[src/hdl/rfa_cfg.svh]
`ifndef RFA_CFG_SVH
`define RFA_CFG_SVH
// access kind encodings of a field cell
`define RFA_K_RW 4'h0
`define RFA_K_RO 4'h1
`define RFA_K_WO 4'h2
`define RFA_K_W1S 4'h3
`define RFA_K_W1C 4'h4
`define RFA_K_CLR_ANY_WR 4'h5
`define RFA_K_RC 4'h6
`define RFA_K_LATCH_LO 4'h7
`define RFA_K_LATCH_HI 4'h8
`define RFA_K_SELF_CLR 4'h9
`define RFA_K_SS 4'ha
`define RFA_K_ROLH 4'hb
`define RFA_K_RWAC 4'hc
// default field width and cell count
`define RFA_DEF_WIDTH 16
`define RFA_DEF_CELLS 13
`endif

[src/hdl/rfa_pkg.sv]
`default_nettype none
`include "rfa_cfg.svh"
package rfa_pkg;
  typedef enum logic [3:0] {
    RFA_RW = `RFA_K_RW, RFA_RO = `RFA_K_RO, RFA_WO = `RFA_K_WO, RFA_W1S = `RFA_K_W1S,
    RFA_W1C = `RFA_K_W1C, RFA_CLR_ANY_WR = `RFA_K_CLR_ANY_WR, RFA_RC = `RFA_K_RC,
    RFA_LATCH_LO = `RFA_K_LATCH_LO, RFA_LATCH_HI = `RFA_K_LATCH_HI, RFA_SELF_CLR = `RFA_K_SELF_CLR,
    RFA_SS = `RFA_K_SS, RFA_ROLH = `RFA_K_ROLH, RFA_RWAC = `RFA_K_RWAC
  } rfa_kind_t;
  // one register access from management software
  typedef struct packed {
    logic wr;
    logic rd;
    logic [`RFA_DEF_WIDTH-1:0] wdata;
  } rfa_acc_t;
  // hardware side of one cell
  typedef struct packed {
    logic [`RFA_DEF_WIDTH-1:0] set;
    logic [`RFA_DEF_WIDTH-1:0] clr;
  } rfa_hw_t;
endpackage
`default_nettype wire

[src/hdl/rfa_field_cell.sv]
`default_nettype none
`include "rfa_cfg.svh"
// one field of a chosen access kind
module rfa_field_cell
  import rfa_pkg::*;
#(
  parameter rfa_kind_t KIND = RFA_RW,
  parameter int WIDTH = `RFA_DEF_WIDTH,
  parameter logic [WIDTH-1:0] RST_VAL = '0,
  parameter bit SR_EXEMPT = 1'b0,
  parameter bit STICKY = 1'b0
) (
  input wire logic clk_sys_i,
  input wire logic rstn_i,
  input wire logic soft_rst_i,
  input wire logic hot_rst_i,
  input wire logic wr_i,
  input wire logic rd_i,
  input wire logic [WIDTH-1:0] wdata_i,
  input wire logic [WIDTH-1:0] hw_set_i,
  input wire logic [WIDTH-1:0] hw_clr_i,
  output logic [WIDTH-1:0] rdata_o,
  output logic [WIDTH-1:0] value_o
);
  logic [WIDTH-1:0] val_r;
  logic [WIDTH-1:0] val_nxt;
  logic [WIDTH-1:0] sw_q;
  logic [WIDTH-1:0] hw_q;

  // elaboration-time refusal of widths the package structs cannot carry
  if (WIDTH < 1 || WIDTH > `RFA_DEF_WIDTH) begin : g_bad_width
    $error("rfa_field_cell: bad width");
  end

  // software side first, hardware events applied last so they win
  always_comb begin
    sw_q = val_r;
    hw_q = '0;
    case (KIND)
      RFA_RW, RFA_WO: if (wr_i) sw_q = wdata_i;
      RFA_RO: sw_q = hw_set_i;
      RFA_W1S: if (wr_i) sw_q = val_r | wdata_i;
      RFA_W1C: if (wr_i) sw_q = val_r & ~wdata_i;
      RFA_CLR_ANY_WR, RFA_RWAC: if (wr_i) sw_q = '0;
      RFA_RC, RFA_LATCH_HI: if (rd_i) sw_q = '0;
      RFA_LATCH_LO: if (rd_i) sw_q = '1;
      RFA_ROLH: if (rd_i) sw_q = hw_set_i;
      RFA_SELF_CLR: sw_q = (wr_i ? (val_r | wdata_i) : val_r) & ~hw_clr_i;
      RFA_SS: sw_q = (wr_i ? (val_r & wdata_i) : val_r) | hw_set_i;
      default: sw_q = val_r;
    endcase
    // set wins over the read or write clear
    case (KIND)
      RFA_W1C, RFA_CLR_ANY_WR, RFA_RWAC, RFA_RC, RFA_LATCH_HI, RFA_ROLH: hw_q = hw_set_i;
      default: hw_q = '0;
    endcase
    val_nxt = sw_q | hw_q;
    // low latch: a low cause wins over release by read
    if (KIND == RFA_LATCH_LO) val_nxt = sw_q & ~hw_clr_i;
  end

  // software reset spares exempt fields, hot reset spares sticky ones
  always_ff @(posedge clk_sys_i or negedge rstn_i) begin
    if (!rstn_i) begin
      val_r <= RST_VAL;
    end else if (hot_rst_i && !STICKY) begin
      val_r <= RST_VAL;
    end else if (soft_rst_i && !SR_EXEMPT && !STICKY) begin
      val_r <= RST_VAL;
    end else begin
      val_r <= val_nxt;
    end
  end

  // write-only reads back zero; reads are undefined to software anyway
  assign rdata_o = (KIND == RFA_WO) ? '0 : val_r;
  assign value_o = val_r;

  ro_nowrite_a: assert property (@(posedge clk_sys_i) disable iff (!rstn_i)
    (KIND == RFA_RO && !hot_rst_i && !soft_rst_i) |=> val_r == $past(hw_set_i))
    else $error("read-only field took wrong value");
  w1c_clear_a: assert property (@(posedge clk_sys_i) disable iff (!rstn_i)
    (KIND == RFA_W1C && wr_i && !hot_rst_i && !soft_rst_i)
      |=> val_r == (($past(val_r) & ~$past(wdata_i)) | $past(hw_set_i)))
    else $error("write-one-clear wrong");
  lh_hold_a: assert property (@(posedge clk_sys_i) disable iff (!rstn_i)
    (KIND == RFA_LATCH_HI && !rd_i && !hot_rst_i && !soft_rst_i) |=> (val_r & $past(val_r)) == $past(val_r))
    else $error("latched high bit dropped without read");
  wac_clear_a: assert property (@(posedge clk_sys_i) disable iff (!rstn_i)
    (KIND == RFA_CLR_ANY_WR && wr_i && hw_set_i == '0 && !hot_rst_i) |=> val_r == '0)
    else $error("clear on write failed");
  rc_clear_a: assert property (@(posedge clk_sys_i) disable iff (!rstn_i)
    (KIND == RFA_RC && rd_i && hw_set_i == '0 && !hot_rst_i) |=> val_r == '0)
    else $error("clear on read failed");
  sticky_keep_a: assert property (@(posedge clk_sys_i) disable iff (!rstn_i)
    (STICKY && (hot_rst_i || soft_rst_i)) |=> val_r == $past(val_nxt))
    else $error("sticky field altered by reset");
  exempt_keep_a: assert property (@(posedge clk_sys_i) disable iff (!rstn_i)
    (SR_EXEMPT && soft_rst_i && !hot_rst_i) |=> val_r == $past(val_nxt))
    else $error("exempt field altered by soft reset");
  set_wins_a: assert property (@(posedge clk_sys_i) disable iff (!rstn_i)
    (KIND == RFA_W1C && wr_i && !hot_rst_i && !soft_rst_i) |=> (val_r & $past(hw_set_i)) == $past(hw_set_i))
    else $error("event lost on same cycle clear");
  rw_store_a: assert property (@(posedge clk_sys_i) disable iff (!rstn_i)
    (KIND == RFA_RW && wr_i && !hot_rst_i && !soft_rst_i) |=> rdata_o == $past(wdata_i))
    else $error("read-write field did not store");
endmodule
`default_nettype wire

[src/hdl/rfa_field_bank.sv]
`default_nettype none
`include "rfa_cfg.svh"
// Notes on behaviour
// - read-only returns its value, writes are ignored
// - write-only stores writes, reads are undefined (zero here)
// - write one sets a bit, zero leaves it
// - write one clears a bit, zero leaves it
// - any write clears the field regardless of data
// - read returns contents then clears them; writes ignored
// - low latch holds captured low until register read
// - high latch holds captured high until register read
// - self-clearing bit returns to zero itself; writing zero does nothing
// - self-setting bit returns to one itself; writing one does nothing
// - latched-high status rises on cause, holds until read
// - after read it follows its cause
// - soft reset exempt fields keep value on software reset
// - persistent fields untouched by hot or function-level reset
// - read-write stores writes, reads return last stored value
// - readable clear-on-write returns value, any write clears it
module rfa_field_bank
  import rfa_pkg::*;
#(
  parameter int WIDTH = `RFA_DEF_WIDTH
) (
  input wire logic clk_sys_i,
  input wire logic rstn_i,
  input wire logic soft_rst_i,
  input wire logic hot_rst_i,
  input wire logic [`RFA_DEF_CELLS-1:0] sel_i,
  input wire rfa_acc_t acc_i,
  input wire rfa_hw_t [`RFA_DEF_CELLS-1:0] hw_i,
  output logic [WIDTH-1:0] rdata_o,
  output logic [`RFA_DEF_CELLS-1:0][WIDTH-1:0] value_o
);
  localparam rfa_kind_t KINDS [`RFA_DEF_CELLS] = '{RFA_RW, RFA_RO, RFA_WO, RFA_W1S, RFA_W1C,
    RFA_CLR_ANY_WR, RFA_RC, RFA_LATCH_LO, RFA_LATCH_HI, RFA_SELF_CLR, RFA_SS, RFA_ROLH, RFA_RWAC};
  logic [`RFA_DEF_CELLS-1:0][WIDTH-1:0] cell_rd;
  logic [WIDTH-1:0] rdata_r;

  // elaboration-time refusal: the access struct is fixed at the package width
  if (WIDTH != `RFA_DEF_WIDTH) begin : g_bad_width
    $error("rfa_field_bank: width must match package");
  end

  // one cell per access kind; the low-latch cell resets high, self-set too
  for (genvar g = 0; g < `RFA_DEF_CELLS; g++) begin : g_cell
    rfa_field_cell #(
      .KIND(KINDS[g]),
      .WIDTH(WIDTH),
      .RST_VAL((KINDS[g] == RFA_LATCH_LO || KINDS[g] == RFA_SS) ? '1 : '0),
      .SR_EXEMPT(KINDS[g] == RFA_RW),
      .STICKY(KINDS[g] == RFA_W1C)
    ) u_cell (
      .clk_sys_i(clk_sys_i),
      .rstn_i(rstn_i),
      .soft_rst_i(soft_rst_i),
      .hot_rst_i(hot_rst_i),
      .wr_i(acc_i.wr && sel_i[g]),
      .rd_i(acc_i.rd && sel_i[g]),
      .wdata_i(acc_i.wdata),
      .hw_set_i(hw_i[g].set),
      .hw_clr_i(hw_i[g].clr),
      .rdata_o(cell_rd[g]),
      .value_o(value_o[g])
    );
  end

  // read data captured on the read strobe: the value before any clear
  always_ff @(posedge clk_sys_i or negedge rstn_i) begin
    if (!rstn_i) begin
      rdata_r <= '0;
    end else if (acc_i.rd) begin
      rdata_r <= '0;
      for (int i = 0; i < `RFA_DEF_CELLS; i++) begin
        if (sel_i[i]) rdata_r <= cell_rd[i];
      end
    end
  end
  assign rdata_o = rdata_r;

  cov_rd_c: cover property (@(posedge clk_sys_i) disable iff (!rstn_i) acc_i.rd && sel_i[6]);
  cov_wr_c: cover property (@(posedge clk_sys_i) disable iff (!rstn_i) acc_i.wr && sel_i[4]);
  cov_race_c: cover property (@(posedge clk_sys_i) disable iff (!rstn_i) acc_i.rd && sel_i[8] && |hw_i[8].set);
endmodule
`default_nettype wire

[config.mk]
export PLATFORM = sky130hd
export DESIGN_NAME = rfa_field_bank
export DESIGN_NICKNAME = d
export VERILOG_FILES = /design/src/hdl/rfa_pkg.sv /design/src/hdl/rfa_field_cell.sv /design/src/hdl/rfa_field_bank.sv
export VERILOG_INCLUDE_DIRS = /design/src /design/src/hdl
export SDC_FILE = /design/constraint.sdc
export NUM_CORES = 1
export LEC_CHECK = 0
export BUFFER_PORTS_ARGS = -buffer_cell sky130_fd_sc_hd__buf_2
export CORE_AREA = 4 4 260 262
export DETAILED_ROUTE_END_ITERATION = 16
export DIE_AREA = 0 0 264 266
export GPL_TIMING_DRIVEN = 0
export PLACE_DENSITY_LB_ADDON = 0.25
export SLEW_MARGIN = 15
export SYNTH_ARGS = -nofsm -noshare
export SYNTH_HDL_FRONTEND = slang
export SYNTH_SLANG_ARGS = --single-unit
[constraint.sdc]
create_clock -name clk_sys_i -period 1.44 [get_ports clk_sys_i]
set_input_delay 0.216 -clock clk_sys_i [delete_from_list [all_inputs] [get_ports clk_sys_i]]
set_output_delay 0.216 -clock clk_sys_i [all_outputs]
set_load 0.02 [all_outputs]
=== Word level (Yosys, flattened, before mapping) ===
Cells that the tools add are included.

* Register bits after elaboration: 224
* Input port bits: 451
* Output and inout port bits: 224

* Mux-type cells: 48
* Bitwise logic cells: 16
* Reduce and logical (&&, ||, !) cells: 15

{| class="wikitable"
|+ Operator list
! operator !! count
|-
| 2-to-1 mux 16 bit || 48
|-
| bitwise OR 16 bit || 9
|-
| bitwise AND 16 bit || 4
|-
| NOT 16 bit || 3
|-
| logical AND 1 bit || 12
|-
| nonzero test 3 bit || 2
|-
| nonzero test 2 bit || 1
|}

=== Logic depth before layout (Yosys ltp) ===
* Depth after elaboration: 13
* Gate-level depth with buffers: 7
* Gate-level depth less buffers: 4

=== Hierarchy ===
Synthesis repeated with hierarchy kept, for this count alone.

* Cells, all modules: 1,288
* Area total of the unflattened synthesis: 12,758.5 sq um

{| class="wikitable"
|+ By module, submodules not included
! module !! instances !! cells each !! area an instance (sq um) !! seq. area each (sq um)
|-
| rfa_field_cell (g_cell[11].u_cell ...) || 5 || 84 || 839.6 || 400.4
|-
| rfa_field_bank || 1 || 338 || 2,439.8 || 400.4
|-
| rfa_field_cell (g_cell[10].u_cell) || 1 || 68 || 825.8 || 420.4
|-
| rfa_field_cell (g_cell[2].u_cell) || 1 || 70 || 785.8 || 400.4
|-
| rfa_field_cell (g_cell[0].u_cell) || 1 || 68 || 780.7 || 400.4
|-
| rfa_field_cell (g_cell[9].u_cell) || 1 || 69 || 778.2 || 400.4
|-
| rfa_field_cell (g_cell[1].u_cell) || 1 || 52 || 744.5 || 400.4
|-
| rfa_field_cell (g_cell[7].u_cell) || 1 || 68 || 740.7 || 420.4
|-
| rfa_field_cell (g_cell[3].u_cell) || 1 || 69 || 733.2 || 400.4
|-
| rfa_field_cell (g_cell[4].u_cell) || 1 || 66 || 732.0 || 400.4
|}

=== Worst setup path after synthesis ===
OpenSTA, ideal clock, no wires.

* Kind: input port to flip-flop
* Start point: input sel_i[10]
* End point: register rdata_r[14] (netlist: rdata_o[14])
* Data arrival time: 1,290 ps
* Path slack: 30 ps
* Stages: 7
* Buffers on the path: 3
* Cells stage by stage: buf_2 or3b_1 buf_4 buf_6 nor2_2 o41ai_2 o211a_1

* Cells in the longest elaborated chain, start to end: 3

{| class="wikitable"
|+ Ends and longest elaborated chain
! element !! RTL line !! RTL
|-
| from (decl) || rfa_field_bank.sv:29 || <nowiki>input wire logic [`RFA_DEF_CELLS-1:0] sel_i,</nowiki>
|-
| 2-to-1 mux 16 bit (3 in series) || rfa_field_bank.sv:75 || <nowiki>if (sel_i[i]) rdata_r <= cell_rd[i];</nowiki>
|-
| to (signal assigned) || rfa_field_bank.sv:75 ||
|-
| to (decl) || rfa_field_bank.sv:38 || <nowiki>logic [WIDTH-1:0] rdata_r;</nowiki>
|}

Every way passes these cells.
A chain may end at the register's enable or synchronous reset.

=== Final worst setup path ===
* Start point: register g_cell[10].u_cell.val_r[3]
* End point: output value_o[163] in the netlist's numbering

{| class="wikitable"
|+ RTL lines
! element !! RTL line !! RTL
|-
| from (decl) || rfa_field_cell.sv:25 || <nowiki>logic [WIDTH-1:0] val_r;</nowiki>
|-
| from (signal assigned) || rfa_field_cell.sv:71 || <nowiki>val_r <= val_nxt;</nowiki>
|-
| to (decl) || rfa_field_bank.sv:33 || <nowiki>output logic [`RFA_DEF_CELLS-1:0][WIDTH-1:0] value_o</nowiki>
|}

No word-level cell between the ends.

==> impl_metrics.ini <==
[sta]
finalSetupTns_ns = -0.572
final.min_clock_period_ns = 1.50
drv_slew = 0
finalSetupViolations = 22
tightest_slew_ns = 1.07
worst_slew_margin_rel = 0.284
min_period_over_period = 1.04
clock_skew_ns = 0.0123
rsz0062_at_grt = yes
layout_setup_ws_ns = -0.0637
fmax_mhz = 665
finalHoldViolCount = 0

[routing]
via_per_inst = 4.27
route.vias.total = 11200
first_pass_iters = 5
routed_wl_um = 63800
antenna_left = 0
wl_per_cell_um = 24.2
drc = 0
drt-initial-drc-count = 720

[outcome]
status = finished with violations
violations = setup timing

[worst_setup_path]
cp-endpoint = value_o[163]
cp_num_buf_inv = 1
crit_required_ns = 1.22
r2r_slack_ns = 0
max_stage_delay_ns = 0.59
crit_cells = 1
path_class = reg -> out
path_delay_family = flip-flops
crit_chain = buf_6
cp-end-kind = output port
reg2reg_depth = 4
startpoint = g_cell[10].u_cell.rdata_o[3]$_DFF_PN1_
r2r-end = rdata_o[13]$_DFFE_PN0P_
reg2reg_from = g_cell[9].u_cell.rdata_o[13]$_DFF_PN0_
cp_max_fo = 2
startpoint_type = flip-flop
cp_slowest_cell = dfstp_2
critical_path_arrival_ns = 1.29

[synth]
synth_enable_flop_cells = 0
yosys.area.top_type = dfrtp_1
ys.flop_type = dfrtp_1
synth_area_um2 = 9930
yosys_register_bits = 224
syn_avg_cell_area_um2 = 9.69
synth_fp_nets = 1476
synthArstFlopShare = 1.00
yosysWarningCount = 0
synth_cells = 1025
yosysSeqAreaShare = 0.568
synth_top_area_frac = 0.484
synthTopCellsByArea = dfrtp_1 (48%), a21oi_1 (9.7%), dfstp_2 (8.5%)
synth_cell_type_count = 32

[clock_tree]
path_clk_slew_ns = 0.06
cts.sinks = 224
clk_latency_ns = 0.57
clock-root-buffer = clkbuf_16
numCtsBuffers = 29
cts_tree = built
cts_buffer_depth = 3
cts_max_level = 1

[floorplanning]
fp.coreArea_um2 = 65400
die-area_um2 = 70200
boundaryPins = 675
placementRows = 94
start_util = 0.152
die_y_um = 266
die_w_um = 264

[placement]
dp_cells = 2300
hpwl_um = 49800
gp_congestion = 0.888
dpl-instance-area_um2 = 13100
port_buffers = 409

[global_routing]
grt_max_degree = 93
first_global_vias = 11700
grt_pass1_wl_um = 88200
overflow = 0
antenna_found_initial = 3
track_usage = 0.174

[power_and_ir_drop]
peakVddDrop_uv = 731
p_per_area_nw_per_um2 = 1010
leakagePower_nw = 7.84

[cells_and_area]
final_area_um2 = 17100
fin_cells = 2633
synthToLayoutAreaGrowth_pct = 72.5
n_fill_cell = 7141
layout_common_cells = buf_2 (366), a21oi_1 (185), dlygate4sd3_1 (181)
layout.nets = 2190
final_common_cell = buf_2
drive_gt1_frac = 0.394

[min_path]
min_path_type = in -> reg

[run]
maxCapViolations = 0
[worst min-delay path by stage]
stage,from,to,depth (start not counted)
floorplan,rstn_i,g_cell[0].u_cell.rdata_o[0]$_DFFE_PN0P_,0
global placement,hw_i[239],g_cell[7].u_cell.rdata_o[15]$_DFF_PN1_,2
detailed placement,rstn_i,g_cell[8].u_cell.rdata_o[9]$_DFF_PN0_,1
CTS,sel_i[12],rdata_o[0]$_DFFE_PN0P_,3
global route,sel_i[12],rdata_o[0]$_DFFE_PN0P_,3
finish,sel_i[12],rdata_o[0]$_DFFE_PN0P_,3
[kinds of logic after synthesis]
kind of cell    count (synthesis)  share of synthesized area
compound gates                352                      0.228
buf+inv                        93                     0.0406
flops                         224                      0.568
simple gates                  356                      0.163
[what timing repair did]
item / 4_1_cts / 5_1_grt
buffers inserted: 73 / 19
gates resized for setup: 160 / 24
endpoints found under the setup margin: 105 / 75
endpoints found under the hold margin: 258 / 0
pin swaps: 2 / 1
hold buffers: 181 / 0
[worst register-to-register path: stages, from the launching register on]
cell	delay, ns
dfrtp_1	0.39
buf_4	0.15
nor3b_1	0.49
o41ai_2	0.13
o211a_1	0.14
[cell usage after synthesis (12+ instances only)]
cell type / instances
buf_2: 23
nor3b_1: 16
nor3_1: 16
and2_1: 22
a21oi_1: 192
nor2b_1: 33
nand2_1: 105
dfstp_2: 32
a21o_1: 16
o211ai_1: 16
a31oi_1: 12
a221oi_1: 16
o221ai_1: 16
inv_1: 14
a32oi_1: 16
nor2_1: 149
clkbuf_1: 50
o21ai_0: 32
dfrtp_1: 192
o211a_1: 16
[registers in the layout, summed over array words and instances (netlist names)]
signal / count
g_cell.u_cell.value_o: 16
g_cell.u_cell.rdata_o: 192
rdata_o: 16
[final cells by class]
| cell class | instances | area, um2 | area share |
|---|---|---|---|
| Multi-Input combinational cell | 708 | 4020 | 0.235 |
| Sequential cell | 224 | 5690 | 0.332 |
| Inverter | 14 | 52.6 | 0.00307 |
| Tap cell | 864 | 1080 | 0.0631 |
| Buffer | 78 | 358 | 0.0209 |
| Antenna cell | 8 | 20.0 | 0.00117 |
| Clock inverter | 9 | 75.1 | 0.00438 |
| Clock buffer | 44 | 852 | 0.0497 |
| Timing Repair Buffer | 684 | 4980 | 0.291 |
[power breakdown]
part	total, mW	leakage [nW]	internal [mW]	switching, mW
clock network	7.22	0.455	4.23	3.00
logic	3.15	4.59	1.28	1.87
registers	6.87	2.79	6.60	0.270
[routing by layer]
| layer | vias up | global-route usage | wire [um] |
|---|---|---|---|
| li1 | 5073 | - | - |
| met4 | 0 | 0.0363 | 1650 |
| met3 | 67 | 0.0477 | 4930 |
| met5 | - | 0 | 0 |
| met2 | 497 | 0.270 | 27600 |
| met1 | 5606 | 0.243 | 29700 |
[metrics by stage]
stage	hold WS, ns	power [mW]	setup slack (ns)	utilization
floorplan	-0.0796	8.01	0.0296	-
global placement	0.373	9.47	-4.11	0.200
finish	0.0696	17.2	-0.0637	0.262
global route	0.0380	18.0	-0.110	0.262
detailed placement	0.152	9.50	-1.07	0.201
CTS	0.00791	17.5	-0.113	0.259
No activity file was read; power rests on OpenSTA's default activity.
